$ cat src/pkg/retimer_ctl_defs.svh
// Offsets, field positions, reset values and timing figures of the retimer control bank
`ifndef RETIMER_CTL_DEFS_SVH
`define RETIMER_CTL_DEFS_SVH

`define RC_ADDR_APPLY        8'h0A
`define RC_ADDR_MISC         8'h0B
`define RC_ADDR_SWING        8'h0C

`define RC_APPLY_BIT         2
`define RC_TERM_MSB          4
`define RC_TERM_LSB          3
`define RC_RATE_BIT          2
`define RC_RATIO_BIT         1
`define RC_TRAIN_BIT         0
`define RC_DSWING_MSB        7
`define RC_DSWING_LSB        5
`define RC_CSWING_MSB        4
`define RC_CSWING_LSB        2
`define RC_POST_MSB          1
`define RC_POST_LSB          0

`define RC_TERM_RESET        2'h0
`define RC_SWING_RESET       3'h0
`define RC_POST_RESET        2'h0
`define RC_POST_NONE         2'h0
`define RC_BYTE_ZERO         8'h00

`define RC_SNOOP_SLAVE       8'hA8
`define RC_SNOOP_OFFSET      8'h20
`define RC_SNOOP_BIT         1
`define RC_BITS_PER_BYTE     4'h8

`define RC_CLK_PERIOD_NS     4
`define RC_HPD_LOSS_NS       2000000

`endif

$ cat src/pkg/retimer_ctl_pkg.sv
// Types shared by the retimer control bank
package retimer_ctl_pkg;

    typedef enum logic [2:0] {
        SNOOP_IDLE,
        SNOOP_ADDR,
        SNOOP_OFFSET,
        SNOOP_DATA,
        SNOOP_SKIP
    } snoop_state_t;

    typedef logic [7:0] reg_byte_t;

endpackage : retimer_ctl_pkg

$ cat src/hw/retimer_misc_output_control_regs.sv
// Link and output-swing control registers of the retimer, with clock-ratio snooping
`include "retimer_ctl_defs.svh"

// Contract
// RL1 - Termination field: 00 none, 01 150-300 ohm, 11 75-150 ohm, 10 reserved.
// RL2 - Strap mode mirrors termination strap; host writes to the field are dropped.
// RL3 - Bridge rate bit selects 100 kbps when clear, 400 kbps when set.
// RL4 - Software sets the power-down inhibit before choosing 400 kbps.
// RL5 - Snooped write to 0xA8 offset 0x20 copies bit 1 into the ratio flag.
// RL6 - Ratio flag clears after hot-plug stays low beyond 2 ms.
// RL7 - Ratio flag 0 means clock at one tenth, 1 at one fortieth.
// RL8 - Training disable clear enables training; set keeps legacy low-rate modes only.
// RL9 - Setting training disable forces the ratio flag to one.
// RL10 - Data swing: 000 resistor level, 001-011 raise, 100-111 lower.
// RL11 - Clock swing uses same coding; default follows resistor and half-swing disable.
// RL12 - Retimer mode only: de-emphasis 00 none, 01 2 dB, others reserved.
// RL13 - De-emphasis follows its strap; host writes ignored in strap mode.
// RL14 - Termination, de-emphasis and swing reach lanes only on the apply bit.
// RL15 - Hot-plug low time counted on core clock; restarts on reassertion.
module retimer_misc_output_control_regs
    import retimer_ctl_pkg::*;
#(
    parameter int HPD_LOSS_CYCLES =
        (`RC_HPD_LOSS_NS + `RC_CLK_PERIOD_NS - 1) / `RC_CLK_PERIOD_NS
) (
    input  wire logic       i_core_clk,
    input  wire logic       i_sys_rst,
    input  wire logic [7:0] i_reg_addr,
    input  wire logic       i_reg_wr_en,
    input  wire logic [7:0] i_reg_wr_data,
    input  wire logic       i_reg_rd_en,
    output logic [7:0]      o_reg_rd_data,
    output logic            o_reg_rd_valid,
    input  wire logic       i_config_select,
    input  wire logic [1:0] i_termination_strap,
    input  wire logic [1:0] i_post_cursor_strap,
    input  wire logic       i_retimer_mode,
    input  wire logic       i_clock_half_swing_disable,
    input  wire logic       i_sink_hot_plug_in,
    input  wire logic       i_source_side_clock_line,
    input  wire logic       i_source_side_data_line,
    output logic [1:0]      o_out_termination_select,
    output logic [2:0]      o_data_swing_adjust,
    output logic [2:0]      o_clock_swing_adjust,
    output logic [1:0]      o_post_cursor_weight,
    output logic            o_clock_half_swing,
    output logic            o_bridge_rate_select,
    output logic            o_training_disable,
    output logic            o_clock_ratio_flag
);

    localparam int PINS = 5;

    function automatic logic hits(input logic [7:0] addr, input logic [7:0] target);
        hits = (addr == target);
    endfunction : hits

    logic [PINS-1:0] pin_raw;
    logic [PINS-1:0] pin_s1_reg;
    logic [PINS-1:0] pin_s2_reg;
    logic [PINS-1:0] pin_s3_reg;
    logic [PINS-1:0] pin_reg;
    logic            strap_mode;
    logic [1:0]      term_strap;
    logic [1:0]      post_strap;

    logic [1:0]      term_reg;
    logic            rate_reg;
    logic            train_reg;
    logic            ratio_reg;
    logic [2:0]      dswing_reg;
    logic [2:0]      cswing_reg;
    logic [1:0]      post_reg;
    logic [1:0]      post_applied_reg;

    logic            wr_misc;
    logic            wr_swing;
    logic            apply_pulse;
    logic            snoop_write;
    logic            snoop_value;
    logic            hot_plug_lost;
    reg_byte_t       rd_next;

    assign pin_raw = {i_config_select, i_termination_strap, i_post_cursor_strap};

    // Each strap pin gets its own three-stage filter
    genvar g;
    generate
        for (g = 0; g < PINS; g++) begin : g_pin_sync
            always_ff @(posedge i_core_clk) begin
                if (i_sys_rst) begin
                    pin_s1_reg[g] <= 1'b0;
                    pin_s2_reg[g] <= 1'b0;
                    pin_s3_reg[g] <= 1'b0;
                    pin_reg[g]    <= 1'b0;
                end else begin
                    pin_s1_reg[g] <= pin_raw[g];
                    pin_s2_reg[g] <= pin_s1_reg[g];
                    pin_s3_reg[g] <= pin_s2_reg[g];
                    if (pin_s2_reg[g] == pin_s3_reg[g]) begin
                        pin_reg[g] <= pin_s3_reg[g];
                    end
                end
            end
        end
    endgenerate

    // Reset reads as strap mode until the select pin settles high
    assign strap_mode = !pin_reg[4];
    assign term_strap = pin_reg[3:2];
    assign post_strap = pin_reg[1:0];

    assign wr_misc     = i_reg_wr_en && hits(i_reg_addr, `RC_ADDR_MISC);
    assign wr_swing    = i_reg_wr_en && hits(i_reg_addr, `RC_ADDR_SWING);
    assign apply_pulse = i_reg_wr_en && hits(i_reg_addr, `RC_ADDR_APPLY)
                         && i_reg_wr_data[`RC_APPLY_BIT];

    source_channel_snoop u_snoop (
        .i_core_clk               (i_core_clk),
        .i_sys_rst                (i_sys_rst),
        .i_source_side_clock_line (i_source_side_clock_line),
        .i_source_side_data_line  (i_source_side_data_line),
        .o_ratio_write            (snoop_write),
        .o_ratio_value            (snoop_value)
    );

    hot_plug_timer #(
        .LOSS_CYCLES (HPD_LOSS_CYCLES)
    ) u_hpd_timer (
        .i_core_clk         (i_core_clk),
        .i_sys_rst          (i_sys_rst),
        .i_sink_hot_plug_in (i_sink_hot_plug_in),
        .o_hot_plug_lost    (hot_plug_lost)
    );

    // Termination field: strap wins over the host in strap mode
    always_ff @(posedge i_core_clk) begin
        if (i_sys_rst) begin
            term_reg <= `RC_TERM_RESET; // RL1
        end else if (strap_mode) begin
            term_reg <= term_strap; // RL2
        end else if (wr_misc) begin
            term_reg <= i_reg_wr_data[`RC_TERM_MSB:`RC_TERM_LSB]; // RL1
        end
    end

    // Rate takes effect at once; the inhibit ordering is left to software
    always_ff @(posedge i_core_clk) begin
        if (i_sys_rst) begin
            rate_reg  <= 1'b0;
            train_reg <= 1'b0;
        end else if (wr_misc) begin
            rate_reg  <= i_reg_wr_data[`RC_RATE_BIT]; // RL3
            train_reg <= i_reg_wr_data[`RC_TRAIN_BIT]; // RL8
        end
    end

    // Ratio flag: force beats snoop, snoop beats the hot-plug clear
    always_ff @(posedge i_core_clk) begin
        if (i_sys_rst) begin
            ratio_reg <= 1'b0;
        end else if (train_reg) begin
            ratio_reg <= 1'b1; // RL9
        end else if (snoop_write) begin
            ratio_reg <= snoop_value; // RL5
        end else if (hot_plug_lost) begin
            ratio_reg <= 1'b0; // RL6
        end
    end

    always_ff @(posedge i_core_clk) begin
        if (i_sys_rst) begin
            dswing_reg <= `RC_SWING_RESET; // RL10
            cswing_reg <= `RC_SWING_RESET; // RL11
        end else if (wr_swing) begin
            dswing_reg <= i_reg_wr_data[`RC_DSWING_MSB:`RC_DSWING_LSB]; // RL10
            cswing_reg <= i_reg_wr_data[`RC_CSWING_MSB:`RC_CSWING_LSB]; // RL11
        end
    end

    always_ff @(posedge i_core_clk) begin
        if (i_sys_rst) begin
            post_reg <= `RC_POST_RESET; // RL12
        end else if (strap_mode) begin
            post_reg <= post_strap; // RL13
        end else if (wr_swing) begin
            post_reg <= i_reg_wr_data[`RC_POST_MSB:`RC_POST_LSB]; // RL13
        end
    end

    // Lane copies move only on apply, so a half-written set never glitches the lanes
    always_ff @(posedge i_core_clk) begin
        if (i_sys_rst) begin
            o_out_termination_select <= `RC_TERM_RESET;
            o_data_swing_adjust      <= `RC_SWING_RESET;
            o_clock_swing_adjust     <= `RC_SWING_RESET;
            post_applied_reg         <= `RC_POST_RESET;
        end else if (apply_pulse) begin
            o_out_termination_select <= term_reg; // RL14
            o_data_swing_adjust      <= dswing_reg; // RL14
            o_clock_swing_adjust     <= cswing_reg; // RL14
            post_applied_reg         <= post_reg; // RL14
        end
    end

    // De-emphasis is meaningless in redriver mode, so it is withheld there
    always_ff @(posedge i_core_clk) begin
        if (i_sys_rst) begin
            o_post_cursor_weight <= `RC_POST_NONE;
        end else begin
            o_post_cursor_weight <= i_retimer_mode ? post_applied_reg : `RC_POST_NONE; // RL12
        end
    end

    always_ff @(posedge i_core_clk) begin
        if (i_sys_rst) begin
            o_clock_half_swing <= 1'b0;
        end else begin
            o_clock_half_swing <= ratio_reg && !i_clock_half_swing_disable; // RL11
        end
    end

    assign o_bridge_rate_select = rate_reg; // RL3
    assign o_training_disable   = train_reg; // RL8
    assign o_clock_ratio_flag   = ratio_reg; // RL7

    always_comb begin
        rd_next = `RC_BYTE_ZERO;
        if (hits(i_reg_addr, `RC_ADDR_MISC)) begin
            rd_next[`RC_TERM_MSB:`RC_TERM_LSB] = term_reg;
            rd_next[`RC_RATE_BIT]              = rate_reg;
            rd_next[`RC_RATIO_BIT]             = ratio_reg;
            rd_next[`RC_TRAIN_BIT]             = train_reg;
        end else if (hits(i_reg_addr, `RC_ADDR_SWING)) begin
            rd_next[`RC_DSWING_MSB:`RC_DSWING_LSB] = dswing_reg;
            rd_next[`RC_CSWING_MSB:`RC_CSWING_LSB] = cswing_reg;
            rd_next[`RC_POST_MSB:`RC_POST_LSB]     = post_reg;
        end
    end

    always_ff @(posedge i_core_clk) begin
        if (i_sys_rst) begin
            o_reg_rd_data  <= `RC_BYTE_ZERO;
            o_reg_rd_valid <= 1'b0;
        end else begin
            o_reg_rd_valid <= i_reg_rd_en;
            if (i_reg_rd_en) begin
                o_reg_rd_data <= rd_next;
            end
        end
    end

    AST_TERM_STRAP: assert property (@(posedge i_core_clk) disable iff (i_sys_rst) // RL2
        strap_mode |=> term_reg == $past(term_strap))
        else $error("Termination did not mirror its strap");

    AST_TERM_WRITE: assert property (@(posedge i_core_clk) disable iff (i_sys_rst) // RL1
        (!strap_mode && wr_misc) |=> term_reg == $past(i_reg_wr_data[`RC_TERM_MSB:`RC_TERM_LSB]))
        else $error("Termination write lost");

    AST_RATE_WRITE: assert property (@(posedge i_core_clk) disable iff (i_sys_rst) // RL3
        wr_misc |=> o_bridge_rate_select == $past(i_reg_wr_data[`RC_RATE_BIT]))
        else $error("Bridge rate write lost");

    AST_RATIO_SNOOP: assert property (@(posedge i_core_clk) disable iff (i_sys_rst) // RL5
        (snoop_write && !train_reg) |=> o_clock_ratio_flag == $past(snoop_value))
        else $error("Snooped ratio write not taken");

    AST_RATIO_LOSS: assert property (@(posedge i_core_clk) disable iff (i_sys_rst) // RL6
        (hot_plug_lost && !snoop_write && !train_reg) |=> !o_clock_ratio_flag)
        else $error("Ratio flag survived hot-plug loss");

    AST_TRAIN_FORCE: assert property (@(posedge i_core_clk) disable iff (i_sys_rst) // RL9
        (wr_misc && i_reg_wr_data[`RC_TRAIN_BIT]) |=> ##1 o_clock_ratio_flag)
        else $error("Training disable did not force ratio");

    AST_APPLY_LOAD: assert property (@(posedge i_core_clk) disable iff (i_sys_rst) // RL14
        apply_pulse |=> (o_out_termination_select == $past(term_reg))
                        && (o_data_swing_adjust == $past(dswing_reg)))
        else $error("Apply did not load lane settings");

    AST_APPLY_HOLD: assert property (@(posedge i_core_clk) disable iff (i_sys_rst) // RL14
        !apply_pulse |=> $stable(o_out_termination_select) && $stable(o_clock_swing_adjust))
        else $error("Lane settings moved without apply");

    AST_POST_MODE: assert property (@(posedge i_core_clk) disable iff (i_sys_rst) // RL12
        !i_retimer_mode |=> o_post_cursor_weight == `RC_POST_NONE)
        else $error("De-emphasis outside retimer mode");

    AST_POST_STRAP: assert property (@(posedge i_core_clk) disable iff (i_sys_rst) // RL13
        (strap_mode && wr_swing) |=> post_reg == $past(post_strap))
        else $error("De-emphasis write taken in strap mode");

    AST_READ_MISC: assert property (@(posedge i_core_clk) disable iff (i_sys_rst) // RL7
        (i_reg_rd_en && hits(i_reg_addr, `RC_ADDR_MISC)) |=> o_reg_rd_valid
            && o_reg_rd_data[`RC_RATIO_BIT] == $past(ratio_reg))
        else $error("Ratio flag readback wrong");

endmodule : retimer_misc_output_control_regs

$ cat src/hw/source_channel_snoop.sv
// Passive watcher of source-side two-wire writes to the clock-ratio location
`include "retimer_ctl_defs.svh"

module source_channel_snoop
    import retimer_ctl_pkg::*;
(
    input  wire logic i_core_clk,
    input  wire logic i_sys_rst,
    input  wire logic i_source_side_clock_line,
    input  wire logic i_source_side_data_line,
    output logic      o_ratio_write,
    output logic      o_ratio_value
);

    logic [2:0]   scl_sync_reg;
    logic [2:0]   sda_sync_reg;
    logic         scl_reg;
    logic         sda_reg;
    logic         scl_prev_reg;
    logic         sda_prev_reg;
    snoop_state_t state_reg;
    logic [3:0]   bit_cnt_reg;
    reg_byte_t    shift_reg;
    reg_byte_t    offset_reg;
    logic         scl_rise;
    logic         start_seen;
    logic         stop_seen;

    // Pins are asynchronous; a level counts once stages two and three agree
    always_ff @(posedge i_core_clk) begin
        if (i_sys_rst) begin
            scl_sync_reg <= 3'h7;
            sda_sync_reg <= 3'h7;
        end else begin
            scl_sync_reg <= {scl_sync_reg[1:0], i_source_side_clock_line};
            sda_sync_reg <= {sda_sync_reg[1:0], i_source_side_data_line};
        end
    end

    always_ff @(posedge i_core_clk) begin
        if (i_sys_rst) begin
            scl_reg      <= 1'b1;
            sda_reg      <= 1'b1;
            scl_prev_reg <= 1'b1;
            sda_prev_reg <= 1'b1;
        end else begin
            if (scl_sync_reg[1] == scl_sync_reg[2]) begin
                scl_reg <= scl_sync_reg[2];
            end
            if (sda_sync_reg[1] == sda_sync_reg[2]) begin
                sda_reg <= sda_sync_reg[2];
            end
            scl_prev_reg <= scl_reg;
            sda_prev_reg <= sda_reg;
        end
    end

    assign scl_rise   = scl_reg && !scl_prev_reg;
    assign start_seen = scl_reg && scl_prev_reg && sda_prev_reg && !sda_reg;
    assign stop_seen  = scl_reg && scl_prev_reg && !sda_prev_reg && sda_reg;

    // Byte framing; the ninth clock is the acknowledge slot, where a byte is judged
    always_ff @(posedge i_core_clk) begin
        if (i_sys_rst) begin
            state_reg     <= SNOOP_IDLE;
            bit_cnt_reg   <= 4'h0;
            shift_reg     <= `RC_BYTE_ZERO;
            offset_reg    <= `RC_BYTE_ZERO;
            o_ratio_write <= 1'b0;
            o_ratio_value <= 1'b0;
        end else begin
            o_ratio_write <= 1'b0;
            if (start_seen) begin
                state_reg   <= SNOOP_ADDR;
                bit_cnt_reg <= 4'h0;
            end else if (stop_seen) begin
                state_reg <= SNOOP_IDLE;
            end else if (scl_rise && state_reg != SNOOP_IDLE) begin
                if (bit_cnt_reg != `RC_BITS_PER_BYTE) begin
                    shift_reg   <= {shift_reg[6:0], sda_reg};
                    bit_cnt_reg <= bit_cnt_reg + 4'h1;
                end else begin
                    bit_cnt_reg <= 4'h0;
                    unique case (state_reg)
                        SNOOP_IDLE: state_reg <= SNOOP_IDLE;
                        SNOOP_ADDR: begin
                            // Reads and other targets are ignored to the stop
                            state_reg <= (shift_reg == `RC_SNOOP_SLAVE) ? SNOOP_OFFSET
                                                                        : SNOOP_SKIP;
                        end
                        SNOOP_OFFSET: begin
                            offset_reg <= shift_reg;
                            state_reg  <= SNOOP_DATA;
                        end
                        SNOOP_DATA: begin
                            if (offset_reg == `RC_SNOOP_OFFSET) begin // RL5
                                o_ratio_write <= 1'b1;
                                o_ratio_value <= shift_reg[`RC_SNOOP_BIT];
                            end
                            // Burst writes walk the offset like the sink does
                            offset_reg <= offset_reg + 8'h01;
                        end
                        SNOOP_SKIP: state_reg <= SNOOP_SKIP;
                    endcase
                end
            end
        end
    end

endmodule : source_channel_snoop

$ cat src/hw/hot_plug_timer.sv
// Times how long the sink hot-plug input has stayed low
`include "retimer_ctl_defs.svh"

module hot_plug_timer #(
    parameter int LOSS_CYCLES = 500000
) (
    input  wire logic i_core_clk,
    input  wire logic i_sys_rst,
    input  wire logic i_sink_hot_plug_in,
    output logic      o_hot_plug_lost
);

    localparam int CW = $clog2(LOSS_CYCLES + 1);
    localparam logic [CW-1:0] LIMIT = CW'(LOSS_CYCLES);

    logic [2:0]    hp_sync_reg;
    logic          hp_reg;
    logic [CW-1:0] cnt_reg;

    always_ff @(posedge i_core_clk) begin
        if (i_sys_rst) begin
            hp_sync_reg <= 3'h0;
            hp_reg      <= 1'b0;
        end else begin
            hp_sync_reg <= {hp_sync_reg[1:0], i_sink_hot_plug_in};
            if (hp_sync_reg[1] == hp_sync_reg[2]) begin
                hp_reg <= hp_sync_reg[2];
            end
        end
    end

    // Saturates so a long unplug keeps the loss level up
    always_ff @(posedge i_core_clk) begin
        if (i_sys_rst) begin
            cnt_reg <= '0;
        end else if (hp_reg) begin
            cnt_reg <= '0; // RL15
        end else if (cnt_reg != LIMIT) begin
            cnt_reg <= cnt_reg + CW'(1); // RL15
        end
    end

    always_ff @(posedge i_core_clk) begin
        if (i_sys_rst) begin
            o_hot_plug_lost <= 1'b0;
        end else begin
            o_hot_plug_lost <= !hp_reg && (cnt_reg == LIMIT); // RL6
        end
    end

    AST_HPD_RESTART: assert property (@(posedge i_core_clk) disable iff (i_sys_rst) // RL15
        hp_reg |=> (cnt_reg == '0) ##1 !o_hot_plug_lost)
        else $error("Hot-plug counter did not restart");

endmodule : hot_plug_timer

$ cat config.mk
export PLATFORM = sky130hd
export DESIGN_NAME = retimer_misc_output_control_regs
export DESIGN_NICKNAME = d
export VERILOG_FILES = /design/src/pkg/retimer_ctl_pkg.sv /design/src/hw/retimer_misc_output_control_regs.sv /design/src/hw/source_channel_snoop.sv /design/src/hw/hot_plug_timer.sv
export VERILOG_INCLUDE_DIRS = /design/src /design/src/pkg
export SDC_FILE = /design/constraint.sdc
export NUM_CORES = 1
export LEC_CHECK = 0
export ABC_AREA = 0
export BUFFER_PORTS_ARGS = -buffer_cell sky130_fd_sc_hd__buf_4
export CAP_MARGIN = 0
export CELL_PAD_IN_SITES_DETAIL_PLACEMENT = 0
export CELL_PAD_IN_SITES_GLOBAL_PLACEMENT = 1
export CORE_MARGIN = 8
export CORE_UTILIZATION = 44
export DETAILED_ROUTE_END_ITERATION = 12
export GPL_TIMING_DRIVEN = 0
export PLACE_DENSITY = 0.78
export SYNTH_ARGS = -nofsm -noshare
export SYNTH_HDL_FRONTEND = slang
export SYNTH_SLANG_ARGS = --single-unit
$ cat constraint.sdc
create_clock -name i_core_clk -period 2.6 [get_ports i_core_clk]
set_clock_uncertainty 0.1 [all_clocks]
set_input_delay 0.13 -clock i_core_clk [delete_from_list [all_inputs] [get_ports i_core_clk]]
set_output_delay 0.13 -clock i_core_clk [all_outputs]
set_load 0.02 [all_outputs]
==> impl_results.md <==
- Worst Tran Pin Value: 637 ps
- Worst Hold Class: input pin to register
- Post-synth top area cell: dfxtp_1
- Max reg flops: 19
- CTS Buffer Depth: 2
- Buf/Inv on CP: 4
- Post-Syn Instances: 510
- CTS sink count: 114
- Main synth FF type: dfxtp_1
- Worst Setup End Kind: register
- Die area: 0.0142 mm2
- GP Congestion: 0.836
- Post-synthesis sequential area ratio: 48.5%
- Run status: finished, final reports clean
- Hpwl dp: 7670 um
- Post-Syn Area: 0.00470 mm2
- Share of cells above drive strength 1: 16.6%
- Filler-free cell count of the finished design: 758
- First-pass GRT wire length: 18600 um
- Site Rows: 37
- Critical path type: input pin to register
- Synth Net Count: 546
- Initial antenna violation count: 0
- Ant. Diodes: 0
- DRC errors left: 0
- Most numerous cell on the critical path: dlygate4sd3_1
- H-tree Lvls: 4
- Routed via count: 3989
- Final Max Tran Viols: 0
- WP data required: 2930 ps
- RSZ-0062 raised after global routing: false
- P_leak: 2.35 nW
- CP max stage delay: 650 ps
- CP Data Arrival Time: 2690 ps
- Dpl cell area: 0.00526 mm2
- Vias/cell: 5.26
- Hold slack final: 46.7 ps
- I/O pin count: 53
- Total core area: 0.0104 mm2
- YS warnings: 0
- Crit-path max FO: 3
- Post-synthesis cell type count: 56
- Syn Area/Cell: 9.22 um2
- Critical path's top delay family: buffers and inverters
- Period utilization: 90.9%
- Post-synth EDFFs: 0
- Gr usage total: 16.0%
- Commonest non-fill, non-tap cell in the layout: dfxtp_1
- Yosys reg bits: 114
- CTS tree: yes
- Antenna viol nets, final: 0
- Max_cap viols: 0
- First-pass iteration count of the detailed router: 5
- Vias in the first global route: 3850
- Setup TNS: 0 ps
- Pwr dens: 720 mW/mm2
- Port bufs: 52
- Later-pin clock latency in the skew report: 500 ps
- Place WS: 434 ps
- Slowest CP cell: dlygate4sd3_1
- Die width: 119 um
- Largest net degree at the start of global routing: 17
- Normalized max-slew margin: 57.5%
- Drt wl/cell: 14.9 um
- Finished Cell Area: 0.00619 mm2
- CTS Buf Count: 17
- Ys async rst share: 0%
- Setup WS post-layout: 237 ps
- Final WL: 11300 um
- Placed Cells incl. Taps: 698
- Finish-stage setup viols: 0
- FMAX: 423 MHz
- Synth area leaders: dfxtp_1 49%, mux2i_1 4.5%, a21oi_1 4.0%, nor2_1 3.8%, nand3_1 3.2%
- Grt total ovfl: 0
- Initial Utilization: 45.3%
- Setup crit start kind: input pin
- Drt initial violations: 210
- Layout Nets: 645
- Syn-to-layout area delta: 31.7%
- Tmin final: 2360 ps
- Clock transition at path regs: 60 ps
- Final hold violations: 0
- IR drop worst, VDD: 0.436 mV
- Die Height: 119 um
- Crit-path cells: buf_4 -> dlygate4sd3_1 -> nor4b_1 -> dlygate4sd3_1 -> nand4_1 -> dlygate4sd3_1 -> a21oi_1
- Commonest non-fill, non-tap cells in the layout: 114 x dfxtp_1, 52 x buf_4, 48 x nor2_1, 38 x a21oi_1, 30 x nand3_1
- Yosys top cell area share: 48.5%
- Setup bufs post-CTS: 0
- Root Buffer: clkbuf_8
-- worst register-to-register path, stage by stage (launching register included) --
cell,delay (ps)
dfxtp_1,470
ha_1,320
nand3_1,170
or2_1,230
clkbuf_1,170
or4_1,490
a21oi_1,150
-- synthesized netlist by cell type (all sizes together) (9+ instances only) --
cell	number
nand2	23
xor2	9
o21ai	28
nor3	12
dfxtp	114
clkbuf	18
mux2i	21
nor2	48
nand3	30
or2	10
nor2b	24
nand2b	13
inv	11
nand4	10
a21oi	38
-- timing repair --
action                                  CTS  global route
hold endpoints to repair                 34             0
endpoints found under the setup margin    0             0
gates resized for setup                   0             0
hold buffers                             28             0
-- final timing paths --
kind / start / end / slack, ps / cells past startpoint
setup / recovery: i_reg_addr[4] / o_reg_rd_data[5] / 240 / 7
setup reg to reg: u_hpd_timer.cnt_reg[1] / u_hpd_timer.cnt_reg[18] / 430 / 6
hold / removal: i_reg_addr[6] / o_training_disable / 50 / 5
hold reg to reg: u_snoop.scl_sync_reg[0] / u_snoop.scl_sync_reg[1] / 310 / 1
-- stage by stage --
stage               utilization [%]  power, mW
detailed placement             50.7       1.96
floorplan                         -       1.89
finish                         59.7       4.46
global placement               50.7       1.96
CTS                            59.7       4.50
global route                   59.7       4.61
-- area by class of cell --
cell class	count	area (um2)
Buffer	25	121
Multi-Input combinational cell	360	2260
Fill cell	946	4180
Clock inverter	13	208
Tap cell	136	170
Inverter	11	41.3
Timing Repair Buffer	80	671
Sequential cell	114	2280
Clock buffer	19	442
-- routing by layer --
| metal | part of all wire (%) | global-route usage, % |
|---|---|---|
| met3 | 6.4 | 4.91 |
| met1 | 47 | 19.7 |
| met4 | 0.99 | 5.78 |
| met5 | 0 | 0 |
| met2 | 46 | 25.8 |
-- logic make-up after synthesis --
| kind of cell | after synthesis | synth area share (%) |
|---|---|---|
| xor+xnor | 16 | 2.98 |
| buf+inv | 36 | 3.46 |
| fa+ha+maj | 6 | 1.60 |
| simple gates | 216 | 26.0 |
| compound gates | 101 | 13.0 |
| mux | 21 | 4.47 |
| flops | 114 | 48.5 |
-- report_power, final --
group	switching (mW)	internal (mW)	leakage [nW]
clock	0.806	1.70	0.306
combinational	0.0842	0.0858	1.12
sequential	0.0130	1.77	0.923
Power figures use the tool's default switching activity.
